$ cat src/rtl/rtccs_pkg.sv
package rtccs_pkg;

	// ****************************************
	// Register map
	// ****************************************
	localparam logic [7:0]  CTRL_OFS      = 8'h08;
	localparam logic [7:0]  FLAGS_OFS     = 8'h0c;
	localparam logic [31:0] CTRL_RESET    = 32'h0000_0000;
	localparam logic [31:0] FLAGS_RESET   = 32'h0000_0007;
	localparam logic [31:0] CTRL_RW_MASK  = 32'h00fc_ff7f;

	// ****************************************
	// Control word fields
	// ****************************************
	localparam int CTRL_COUT_EN   = 23;
	localparam int CTRL_OSEL_LO   = 21;
	localparam int CTRL_EVENT_OUTPUT_POLARITY      = 20;
	localparam int CTRL_CRATE     = 19;
	localparam int CTRL_HSUB      = 17;
	localparam int CTRL_HADD      = 16;
	localparam int CTRL_IRQ_LO    = 12;
	localparam int CTRL_FEN_LO    = 8;
	localparam int CTRL_BYPASS    = 5;
	localparam int CTRL_REFDET    = 4;
	localparam int CTRL_EDGE      = 3;

	// ****************************************
	// Flag word fields
	// ****************************************
	localparam int FL_RECAL    = 16;
	localparam int FL_TAMP_LO  = 13;
	localparam int FL_STOVF    = 12;
	localparam int FL_STAMP    = 11;
	localparam int FL_WAKE     = 10;
	localparam int FL_ALARM2   = 9;
	localparam int FL_ALARM1   = 8;
	localparam int FL_INITREQ  = 7;
	localparam int FL_INITACT  = 6;
	localparam int FL_SYNCED   = 5;
	localparam int FL_CALSET   = 4;
	localparam int FL_SHIFT    = 3;
	localparam int FL_WAKEOK   = 2;
	localparam int FL_A2OK     = 1;
	localparam int FL_A1OK     = 0;

	// ****************************************
	// Timing
	// ****************************************
	localparam int SHADOW_PERIOD_KCLK = 2;

	typedef enum logic [1:0] {RTCCS_OUT_NONE, RTCCS_OUT_A1, RTCCS_OUT_A2, RTCCS_OUT_WAKE}
		rtccs_osel_e;

	typedef struct packed {
		logic alarm1;
		logic alarm2;
		logic wake;
		logic stamp;
	} rtccs_irq_s;

	typedef struct packed {
		logic       cal_out_enable;
		logic       cal_out_rate_select;
		logic       shadow_bypass;
		logic       mains_ref_detect_en;
		logic       stamp_edge_select;
		logic [2:0] wake_clock_select;
		logic       hour_format;
		logic       dst_record;
	} rtccs_cfg_s;

endpackage

$ cat src/rtl/rtccs_ctrl.sv
`timescale 1ns/1ps
// Behaviour
// - Selector routes none, alarm1, alarm2, wake
// - Polarity bit inverts active output level
// - Calibration output 256 Hz or 1 Hz
// - Hour add/subtract pulses, read as zero
// - Four interrupt enables at bits 15..12
// - Four function enables at bits 11..8
// - Bypass selects live counters over shadows
// - Reference detect enable; divider must be 0xff
// - Stamp edge select rising or falling
// - Wake clock divider or second tick
// - Calibration write sets pending until processed
// - Tamper flags set by pins, clear-by-zero
// - Stamp flag and overflow flag
// - Wake flag set on counter zero
// - Alarm flags set on match
// - Init request enters init, flag shows it
// - Sync flag set on copy, hardware clears
// - Calendar-set flag while year nonzero
// - Shift pending set by write, cleared done
// - Write-allowed flags for alarms and wake
module rtccs_ctrl
	import rtccs_pkg::*;
(
	input  wire logic             aclk,
	input  wire logic             aresetn,
	input  wire logic [7:0]       s_axi_awaddr,
	input  wire logic             s_axi_awvalid,
	output logic                  s_axi_awready,
	input  wire logic [31:0]      s_axi_wdata,
	input  wire logic [3:0]       s_axi_wstrb,
	input  wire logic             s_axi_wvalid,
	output logic                  s_axi_wready,
	output logic [1:0]            s_axi_bresp,
	output logic                  s_axi_bvalid,
	input  wire logic             s_axi_bready,
	input  wire logic [7:0]       s_axi_araddr,
	input  wire logic             s_axi_arvalid,
	output logic                  s_axi_arready,
	output logic [31:0]           s_axi_rdata,
	output logic [1:0]            s_axi_rresp,
	output logic                  s_axi_rvalid,
	input  wire logic             s_axi_rready,
	input  wire logic             kclk_tick,
	input  wire logic             alarm1_match,
	input  wire logic             alarm2_match,
	input  wire logic             wake_zero,
	input  wire logic             stamp_pin,
	input  wire logic [2:0]       tamper_event,
	input  wire logic             second_tick,
	input  wire logic             cal_clk_256hz,
	input  wire logic             cal_clk_1hz,
	input  wire logic             calib_write,
	input  wire logic             calib_done,
	input  wire logic             shift_write,
	input  wire logic             shift_done,
	input  wire logic             init_ready,
	input  wire logic [7:0]       year_bcd,
	input  wire logic             alarm1_idle,
	input  wire logic             alarm2_idle,
	input  wire logic             wake_idle,
	input  wire logic             shadow_copy,
	output logic                  event_out,
	output logic                  cal_out,
	output logic                  hour_add_pulse,
	output logic                  hour_sub_pulse,
	output logic                  init_mode,
	output logic                  read_live,
	output logic [3:0]            func_en,
	output rtccs_irq_s            irq,
	output rtccs_cfg_s            cfg,
	output logic                  wake_tick_en,
	output logic                  wake_count_ext
);

	// ****************************************
	// Bus slave
	// ****************************************
	logic [7:0]  awaddr_q;
	logic        aw_held_q;
	logic [31:0] wdata_q;
	logic [3:0]  wstrb_q;
	logic        w_held_q;
	logic        wr_go;
	logic [31:0] ctrl_q;
	logic [31:0] flags_q;
	logic [31:0] wmask;
	logic [31:0] wr_ctrl;
	logic        wr_ctrl_hit;
	logic        wr_flags_hit;
	logic        stamp_pin_q;
	logic        stamp_evt;
	logic [3:0]  wake_div_q;

	function automatic logic [31:0] strb_mask(input logic [3:0] s);
		strb_mask = {{8{s[3]}}, {8{s[2]}}, {8{s[1]}}, {8{s[0]}}};
	endfunction

	// Word decode shared by the write and read paths
	function automatic logic reg_sel(input logic [7:0] a, input logic [7:0] ofs);
		reg_sel = (a[7:2] == ofs[7:2]);
	endfunction

	// A pending response blocks new requests, so one write is in flight at most
	assign s_axi_awready = !aw_held_q && !s_axi_bvalid;
	assign s_axi_wready  = !w_held_q && !s_axi_bvalid;
	assign wr_go         = aw_held_q && w_held_q && !s_axi_bvalid;
	assign wmask         = strb_mask(wstrb_q);
	assign wr_ctrl_hit   = wr_go && reg_sel(awaddr_q, CTRL_OFS);
	assign wr_flags_hit  = wr_go && reg_sel(awaddr_q, FLAGS_OFS);
	assign wr_ctrl       = (ctrl_q & ~wmask) | (wdata_q & wmask & CTRL_RW_MASK);

	always_ff @(posedge aclk)
	begin
		if (!aresetn)
		begin
			aw_held_q <= 1'b0;
			w_held_q  <= 1'b0;
			awaddr_q  <= 8'h00;
			wdata_q   <= 32'h0000_0000;
			wstrb_q   <= 4'h0;
		end
		else
		begin
			if (s_axi_awvalid && s_axi_awready)
			begin
				aw_held_q <= 1'b1;
				awaddr_q  <= s_axi_awaddr;
			end
			else if (wr_go)
				aw_held_q <= 1'b0;
			if (s_axi_wvalid && s_axi_wready)
			begin
				w_held_q <= 1'b1;
				wdata_q  <= s_axi_wdata;
				wstrb_q  <= s_axi_wstrb;
			end
			else if (wr_go)
				w_held_q <= 1'b0;
		end
	end

	// ****************************************
	// Write response
	// ****************************************
	always_ff @(posedge aclk)
	begin
		if (!aresetn)
		begin
			s_axi_bvalid <= 1'b0;
			s_axi_bresp  <= 2'h0;
		end
		else if (wr_go)
		begin
			s_axi_bvalid <= 1'b1;
			// Unmapped addresses answer slave error
			s_axi_bresp  <= (wr_ctrl_hit || wr_flags_hit) ? 2'h0 : 2'h2;
		end
		else if (s_axi_bready)
			s_axi_bvalid <= 1'b0;
	end

	// ****************************************
	// Read path
	// ****************************************
	assign s_axi_arready = !s_axi_rvalid;

	always_ff @(posedge aclk)
	begin
		if (!aresetn)
		begin
			s_axi_rvalid <= 1'b0;
			s_axi_rdata  <= 32'h0000_0000;
			s_axi_rresp  <= 2'h0;
		end
		else if (s_axi_arvalid && s_axi_arready)
		begin
			s_axi_rvalid <= 1'b1;
			if (reg_sel(s_axi_araddr, CTRL_OFS))
			begin
				s_axi_rdata <= ctrl_q;
				s_axi_rresp <= 2'h0;
			end
			else if (reg_sel(s_axi_araddr, FLAGS_OFS))
			begin
				s_axi_rdata <= flags_q;
				s_axi_rresp <= 2'h0;
			end
			else
			begin
				s_axi_rdata <= 32'h0000_0000;
				s_axi_rresp <= 2'h2;
			end
		end
		else if (s_axi_rready)
			s_axi_rvalid <= 1'b0;
	end

	// ****************************************
	// Control word
	// ****************************************
	// Reserved and hour bits are masked out, so they read back zero
	always_ff @(posedge aclk)
	begin
		if (!aresetn)
			ctrl_q <= CTRL_RESET;
		else if (wr_ctrl_hit)
			ctrl_q <= wr_ctrl;
	end

	// ****************************************
	// Hour adjust
	// ****************************************
	// Hour bits are not stored, so they always read zero
	always_ff @(posedge aclk)
	begin
		if (!aresetn)
		begin
			hour_add_pulse <= 1'b0;
			hour_sub_pulse <= 1'b0;
		end
		else
		begin
			hour_add_pulse <= wr_ctrl_hit && wstrb_q[2] && wdata_q[CTRL_HADD];
			// The nonzero-hour guard lives in the calendar datapath
			hour_sub_pulse <= wr_ctrl_hit && wstrb_q[2] && wdata_q[CTRL_HSUB];
		end
	end

	assign func_en   = ctrl_q[CTRL_FEN_LO +: 4];
	assign read_live = ctrl_q[CTRL_BYPASS];
	assign cfg.cal_out_enable      = ctrl_q[CTRL_COUT_EN];
	assign cfg.cal_out_rate_select = ctrl_q[CTRL_CRATE];
	assign cfg.shadow_bypass       = ctrl_q[CTRL_BYPASS];
	assign cfg.mains_ref_detect_en = ctrl_q[CTRL_REFDET];
	assign cfg.stamp_edge_select   = ctrl_q[CTRL_EDGE];
	assign cfg.wake_clock_select   = ctrl_q[2:0];
	assign cfg.hour_format         = ctrl_q[6];
	assign cfg.dst_record          = ctrl_q[18];

	// ****************************************
	// Event output and calibration output
	// ****************************************
	always_ff @(posedge aclk)
	begin
		if (!aresetn)
		begin
			event_out <= 1'b0;
			cal_out   <= 1'b0;
		end
		else
		begin
			// Registered so the pin never glitches while flags settle
			case (rtccs_osel_e'(ctrl_q[CTRL_OSEL_LO +: 2]))
				RTCCS_OUT_A1:   event_out <= flags_q[FL_ALARM1] ^ ctrl_q[CTRL_EVENT_OUTPUT_POLARITY];
				RTCCS_OUT_A2:   event_out <= flags_q[FL_ALARM2] ^ ctrl_q[CTRL_EVENT_OUTPUT_POLARITY];
				RTCCS_OUT_WAKE: event_out <= flags_q[FL_WAKE] ^ ctrl_q[CTRL_EVENT_OUTPUT_POLARITY];
				// Unselected output rests at its inactive level
				default:        event_out <= ctrl_q[CTRL_EVENT_OUTPUT_POLARITY];
			endcase
			cal_out <= ctrl_q[CTRL_COUT_EN] &&
				(ctrl_q[CTRL_CRATE] ? cal_clk_1hz : cal_clk_256hz);
		end
	end

	// ****************************************
	// Wake clock selection
	// ****************************************
	// Divide the kernel tick by 16, 8, 4 or 2; upper codes use the second tick
	// Free-running divider: the first tick after a code change has arbitrary phase
	always_ff @(posedge aclk)
	begin
		if (!aresetn)
			wake_div_q <= 4'h0;
		else if (kclk_tick)
			wake_div_q <= wake_div_q + 4'h1;
	end

	always_comb
	begin
		wake_tick_en = 1'b0;
		case (ctrl_q[2:1])
			2'h0:    wake_tick_en = kclk_tick && (ctrl_q[0] ? wake_div_q[2:0] == 3'h7
				: wake_div_q == 4'hf);
			2'h1:    wake_tick_en = kclk_tick && (ctrl_q[0] ? wake_div_q[0]
				: wake_div_q[1:0] == 2'h3);
			default: wake_tick_en = second_tick;
		endcase
	end
	assign wake_count_ext = ctrl_q[2] && ctrl_q[1];

	// ****************************************
	// Timestamp edge
	// ****************************************
	assign stamp_evt = ctrl_q[CTRL_FEN_LO + 3] &&
		(ctrl_q[CTRL_EDGE] ? (stamp_pin_q && !stamp_pin) : (!stamp_pin_q && stamp_pin));

	always_ff @(posedge aclk)
	begin
		// Resets low: a pin idling high shows a rising edge, so enable stamps late
		if (!aresetn)
			stamp_pin_q <= 1'b0;
		else
			stamp_pin_q <= stamp_pin;
	end

	// ****************************************
	// Flag word
	// ****************************************
	// Sticky flags: the hardware set wins over a software clear in the same cycle
	always_ff @(posedge aclk)
	begin
		if (!aresetn)
			flags_q <= FLAGS_RESET;
		else
		begin
			for (int i = FL_ALARM1; i <= 15; i++)
				if (wr_flags_hit && wstrb_q[i / 8] && !wdata_q[i])
					flags_q[i] <= 1'b0;
			for (int t = 0; t < 3; t++)
				if (tamper_event[t])
					flags_q[FL_TAMP_LO + t] <= 1'b1;
			if (stamp_evt)
			begin
				flags_q[FL_STAMP] <= 1'b1;
				if (flags_q[FL_STAMP])
					flags_q[FL_STOVF] <= 1'b1;
			end
			if (wake_zero && ctrl_q[CTRL_FEN_LO + 2])
				flags_q[FL_WAKE] <= 1'b1;
			if (alarm2_match && ctrl_q[CTRL_FEN_LO + 1])
				flags_q[FL_ALARM2] <= 1'b1;
			if (alarm1_match && ctrl_q[CTRL_FEN_LO])
				flags_q[FL_ALARM1] <= 1'b1;
			if (wr_flags_hit && wstrb_q[0])
				flags_q[FL_INITREQ] <= wdata_q[FL_INITREQ];
			flags_q[FL_INITACT] <= flags_q[FL_INITREQ] && init_ready;
			if (flags_q[FL_INITREQ] || flags_q[FL_SHIFT] || ctrl_q[CTRL_BYPASS])
				flags_q[FL_SYNCED] <= 1'b0;
			else if (shadow_copy)
				flags_q[FL_SYNCED] <= 1'b1;
			else if (wr_flags_hit && wstrb_q[0] && !wdata_q[FL_SYNCED])
				flags_q[FL_SYNCED] <= 1'b0;
			flags_q[FL_CALSET] <= year_bcd != 8'h00;
			if (shift_write)
				flags_q[FL_SHIFT] <= 1'b1;
			else if (shift_done)
				flags_q[FL_SHIFT] <= 1'b0;
			flags_q[FL_WAKEOK] <= wake_idle || !ctrl_q[CTRL_FEN_LO + 2];
			flags_q[FL_A2OK]   <= alarm2_idle && !ctrl_q[CTRL_FEN_LO + 1];
			flags_q[FL_A1OK]   <= alarm1_idle && !ctrl_q[CTRL_FEN_LO];
			if (calib_write)
				flags_q[FL_RECAL] <= 1'b1;
			else if (calib_done)
				flags_q[FL_RECAL] <= 1'b0;
		end
	end

	// ****************************************
	// Interrupt requests and mode outputs
	// ****************************************
	// Level requests: they drop when software clears the flag or its interrupt enable
	assign init_mode  = flags_q[FL_INITACT];
	assign irq.stamp  = flags_q[FL_STAMP] && ctrl_q[CTRL_IRQ_LO + 3];
	assign irq.wake   = flags_q[FL_WAKE] && ctrl_q[CTRL_IRQ_LO + 2];
	assign irq.alarm2 = flags_q[FL_ALARM2] && ctrl_q[CTRL_IRQ_LO + 1];
	assign irq.alarm1 = flags_q[FL_ALARM1] && ctrl_q[CTRL_IRQ_LO];

endmodule

$ cat config.mk
export PLATFORM = sky130hd
export DESIGN_NAME = rtccs_ctrl
export DESIGN_NICKNAME = d
export VERILOG_FILES = /design/src/rtl/rtccs_pkg.sv /design/src/rtl/rtccs_ctrl.sv
export SDC_FILE = /design/constraint.sdc
export NUM_CORES = 1
export LEC_CHECK = 0
export ABC_CLOCK_PERIOD_IN_PS = 2000
export BUFFER_PORTS_ARGS = -buffer_cell sky130_fd_sc_hd__buf_2
export CAP_MARGIN = 5
export CORE_MARGIN = 2
export CORE_UTILIZATION = 51
export CTS_CLUSTER_SIZE = 10
export DETAILED_ROUTE_END_ITERATION = 10
export PLACE_DENSITY_LB_ADDON = 0.05
export SYNTH_ARGS = -nofsm -noshare
export SYNTH_HDL_FRONTEND = slang
export SYNTH_SLANG_ARGS = --single-unit
$ cat constraint.sdc
create_clock -name aclk -period 2 [get_ports aclk]
set_input_delay 0.2 -clock aclk [delete_from_list [all_inputs] [get_ports aclk]]
set_output_delay 0.2 -clock aclk [all_outputs]
set_load 0.1 [all_outputs]
# [Word-level counts from Yosys, hierarchy flattened]
# Cells that the tools add are included.
[word_totals] register_bits=134 out_inout_bits=67
[classes] add_sub_neg=1 n_eq_ne=11 n_mux=40 n_bitwise=8 n_reduce_logical=79
[op_table] cell="logical AND 1 bit" n=40
[op_table] cell="bitwise AND 32 bit" n=1
[op_table] cell="two-way mux 1 bit" n=32
[op_table] cell="two-way mux 32 bit" n=1
[op_table] cell="NOT 32 bit" n=1
[op_table] cell="bitwise OR 32 x 24 -> 32 bit" n=1
[op_table] cell="nonzero test 2 bit" n=14
[op_table] cell="bitwise AND 24 bit" n=1
[op_table] cell="== test 6 x 2 -> 1 bit, second input constant" n=4
[op_table] cell="logical NOT 1 bit" n=18
[op_table] cell="two-way mux 17 bit" n=1
[op_table] cell="two-way mux 2 bit" n=4
[op_table] cell="nonzero test 8 bit" n=1
[op_table] cell="== test 2 bit, second input constant" n=3
[op_table] cell="adder 4 x 1 -> 4 bit, second input constant" n=1
[op_table] cell="== test 2 x 1 -> 1 bit, second input constant" n=2
[op_table] cell="== test 4 bit, second input constant" n=1
[op_table] cell="logical OR 1 bit" n=4
[op_table] cell="== test 3 bit, second input constant" n=1
[op_table] cell="one-hot mux 1 bit (3 select lines)" n=1
[op_table] cell="XOR 1 bit" n=3
[op_table] cell="logical NOT 2 bit" n=1
[op_table] cell="one-hot mux 1 bit (2 select lines)" n=1
[op_table] cell="OR reduction 2 bit" n=1
[op_table] cell="NOT 1 bit" n=1

# [Depth between registers and ports, before layout]
[logic_depth] ltp_word=8 mapped_depth=6 ltp_nobuf=5

# [Worst setup path before layout]
# Ideal clock, no wire load.
[synth_path] path_kind="reg2out" startpoint="reg wake_div_q[0]" endpoint="out wake_tick_en" arrival_time_ns=2.959 t_required_ns=1.800 slack_ns=-1.159 stages_incl_launch_ff=6 path_cell_list="dfxtp_1 ha_1 ha_1 mux2_2 a2bb2oi_1 o21ai_0"
[synth_via] elab_chain_len=4
[synth_lines] item="start: declaration" line="rtccs_ctrl.sv:94" rtl="logic [3:0] wake_div_q;"
[synth_lines] item="start signal: assignment" line="rtccs_ctrl.sv:277" rtl="wake_div_q <= wake_div_q + 4'h1;"
[synth_lines] item="== test 4 bit (tied with other cells)" line="rtccs_ctrl.sv:285" rtl=": wake_div_q == 4'hf);"
[synth_lines] item="two-way mux 1 bit, on equally long branches" line="rtccs_ctrl.sv:284, rtccs_ctrl.sv:286"
[synth_lines] item="logical AND 1 bit, on equally long branches" line="rtccs_ctrl.sv:284, rtccs_ctrl.sv:286"
[synth_lines] item="one-hot mux 1 bit (2 select lines) (*)" line="rtccs_ctrl.sv:283" rtl="case (ctrl_q[2:1])"
[synth_lines] item="end: declaration" line="rtccs_ctrl.sv:73" rtl="output logic wake_tick_en,"
# Mark *: on every way between the ends. The rest lies on a longest branch, timed or not.

# [Final worst setup path]
# Same ends and word-level chain as after synthesis.

==> results.cfg <==
[outcome]
outcome = complete, but fails checks
violations = setup timing

[route]
drcViolationCount = 0
initialDrtViolationCount = 295
wl_met3_um = 883
drt-vias-per-instance = 5.33
wirelength_um = 13900
vias = 4865
highest_layer = met4
wl_met1_um = 6360
wl_per_cell_um = 15.3
first_pass_iters = 5
ant_nets = 0
wl_met2_um = 6580

[worst_setup_path]
r2r_slack_ns = 0.19
slowest_stage = dfxtp_4
path_cells = ha_4 -> ha_4 -> mux2_4 -> a2bb2oi_2 -> o21ai_2 -> buf_8
worst-path-max-fanout = 2
critPathTopFamily = flip-flops
reg2reg_depth = 4
path_buf_inv = 1
reg2reg_from = aw_held_q$_SDFFE_PN0P_
required_ns = 1.80
path_class = flop to output pin
cpPeakStageDelay_ns = 0.35
cpMostUsedCell = ha_4
worstSetupEndpointType = output pin
startpoint_type = flop
cp.arrival_ns = 1.81

[global_route]
grt_remaining_overflow = 0
grt_pass1_wl_um = 22400
grt_pass1_vias = 4592
grt_max_degree = 45
gr-usage-all-layers_pct = 25.5
antenna_found_initial = 0

[timing]
fin_tns_setup_ns = -0.0125
hold_viol_final = 0
fin_crit_sh_pct = 101
drv_slew = 0
timing.fmax_ghz = 0.497
setup_viol_count_final = 1
relSlewSlack_pct = 61.7
setup_ws_ns = -0.0125
worst_pin_slew_ns = 0.573
clock_skew_ns = 0.0194
period_needed_ns = 2.01
rsz0062_at_grt = yes

[finish]
layout-drive-gt1-share_pct = 29.0
n_fill_cell = 760
design_area_um2 = 7150
fin_util_pct = 72.5
n_antenna_cell = 0
multi_input_area_um2 = 2340
synthToLayoutAreaGrowth_pct = 36.9
ff_latch_area_um2 = 2610
fin_nets = 855

[place]
pre_cts_slack_ns = 0.201
routabilityCongestion = 0.831
place_hpwl_um = 9080
placed_cell_area_um2 = 5960
port_buffers = 139

[floorplan]
die_h_um = 105
core-area_um2 = 9860
io_pins = 154
die-area_um2 = 11100
die_w_um = 105
initial_utilization_pct = 52.9
num_rows = 36

[hold_path]
min_to = wake_div_q[0]$_SDFFE_PN0P_
holdCritPathClass = input pin to flop
hold_depth = 3
min-delay-start = kclk_tick

[clocking]
clk_pin_slew_ns = 0.06
cts_sinks = 130
cts_tree = built
clock_latency_ns = 0.51
cts_max_level = 4
numCtsBuffers = 17
clockRootBuffer = clkbuf_8
clockBufferDepth = 2

[synthesis]
synth.distinct_cells = 42
synth.ff_latch_count = 130
postSynthAreaPerCell_um2 = 8.75
ys_async_sr_fraction_pct = 0
synth_edf_count = 0
dominantRegCellSynth = dfxtp_1
synth_warnings = 0
syn_area_um2 = 5220
yosysSeqAreaShare_pct = 49.8
postSynthCellCount = 597

[pwr]
power_density_nw_per_um2 = 902
irDropWorstVdd_mv = 0.618
power_mw = 6.45
leakagePower_nw = 3.00

[job]
drv_cap = 0
-- metal layers --
| metal | vias up | global-route usage, % |
|---|---|---|
| met5 | - | 0 |
| met4 | 0 | 6.76 |
| met3 | 8 | 5.80 |
| met2 | 179 | 39.9 |
| met1 | 2275 | 35.4 |
| li1 | 2403 | - |
-- worst max path at each step --
| stage | cells past startpoint | slack, ns | to | startpoint |
|---|---|---|---|---|
| floorplan | 5 | -0.40 | wake_tick_en | wake_div_q[0]$_SDFFE_PN0P_ |
| global placement | 4 | 0.27 | flop | aw_held_q$_SDFFE_PN0P_ |
| detailed placement | 4 | 0.20 | flop | aw_held_q$_SDFFE_PN0P_ |
| CTS | 6 | -0.02 | wake_tick_en | wake_div_q[0]$_SDFFE_PN0P_ |
| global route | 6 | -0.1 | wake_tick_en | wake_div_q[0]$_SDFFE_PN0P_ |
| finish | 6 | -0.01 | wake_tick_en | wake_div_q[0]$_SDFFE_PN0P_ |
-- synthesized netlist by cell type, types with 3 or more instances --
library cell,n,area share [%]
dfxtp_1,130,50
nand2_1,103,7.4
a21oi_1,80,7.7
clkbuf_1,35,2.5
nand4_1,33,4.0
nor2_1,31,2.2
o21ai_0,23,2.2
mux2i_1,19,3.6
mux2_2,18,3.9
buf_4,16,2.3
nand3_1,16,1.5
o31ai_1,16,2.3
nand2b_1,9,1.1
inv_1,7,0.50
and2_1,6,0.72
buf_1,6,0.43
buf_2,6,0.58
and3_1,5,0.60
nor2b_1,4,0.48
a211oi_1,3,0.43
nand3b_1,3,0.43
nor3b_1,3,0.43
-- final cells by class --
class | count | area share [%]
multi-input cells | 398 | 32.8
well taps | 133 | 2.33
clock buffers | 17 | 5.79
inverters | 7 | 0.367
flip-flops and latches | 130 | 36.5
repair buffers | 212 | 19.7
clock inverters | 15 | 2.54
-- timing repair --
action | CTS | global route
gates cloned | 0 | 0
gates resized for setup | 11 | 2
hold buffers | 53 | 0
hold endpoints to repair | 49 | 0
pin swaps | 3 | 0
buffers inserted | 2 | 0
endpoints found under the setup margin | 1 | 1
-- cell usage in the layout (no fill, tap or decap), drive strengths merged, types with 4 or more instances in the layout --
cell type      n
buf          159
dfxtp        130
nand2        103
a21oi         80
dlygate4sd3   53
nand4         33
nor2          31
o21ai         23
mux2i         19
mux2          18
clkbuf        17
o31ai         16
nand3         16
inv           10
nand2b         9
clkinv         7
and2           6
and3           5
nor2b          4
nor4           4
-- power breakdown --
part	switching, mW	internal, mW	total [mW]	leakage [nW]
registers	0.0657	2.66	2.73	1.06
clock network	1.18	1.91	3.08	0.289
logic	0.381	0.252	0.633	1.65
total	1.62	4.83	6.45	3.00
-- kinds of logic after synthesis --
kind of cell | share of synthesized area (%)
buffers and inverters | 6.33
DFF | 49.8
muxes | 7.52
other | 0.0718
xor gates and xnor gates | 0.335
AOI/OAI and AO/OA | 13.1
and+or+nand+nor | 22.3
adders and majority gates | 0.479
-- worst min-delay path, stage by stage --
cell and delay [ns]:
buf_2 0.14, xnor2_1 0.08, nor2_1 0.07
-- stage by stage --
step	hold slack, ns	std cells
2_1_floorplan	0.306	598
3_3_place_gp	0.403	825
3_5_place_dp	0.408	825
4_1_cts	0.00142	912
5_1_grt	0.00332	912
6_report	0.00921	912
(Power assumes the default switching activity.)
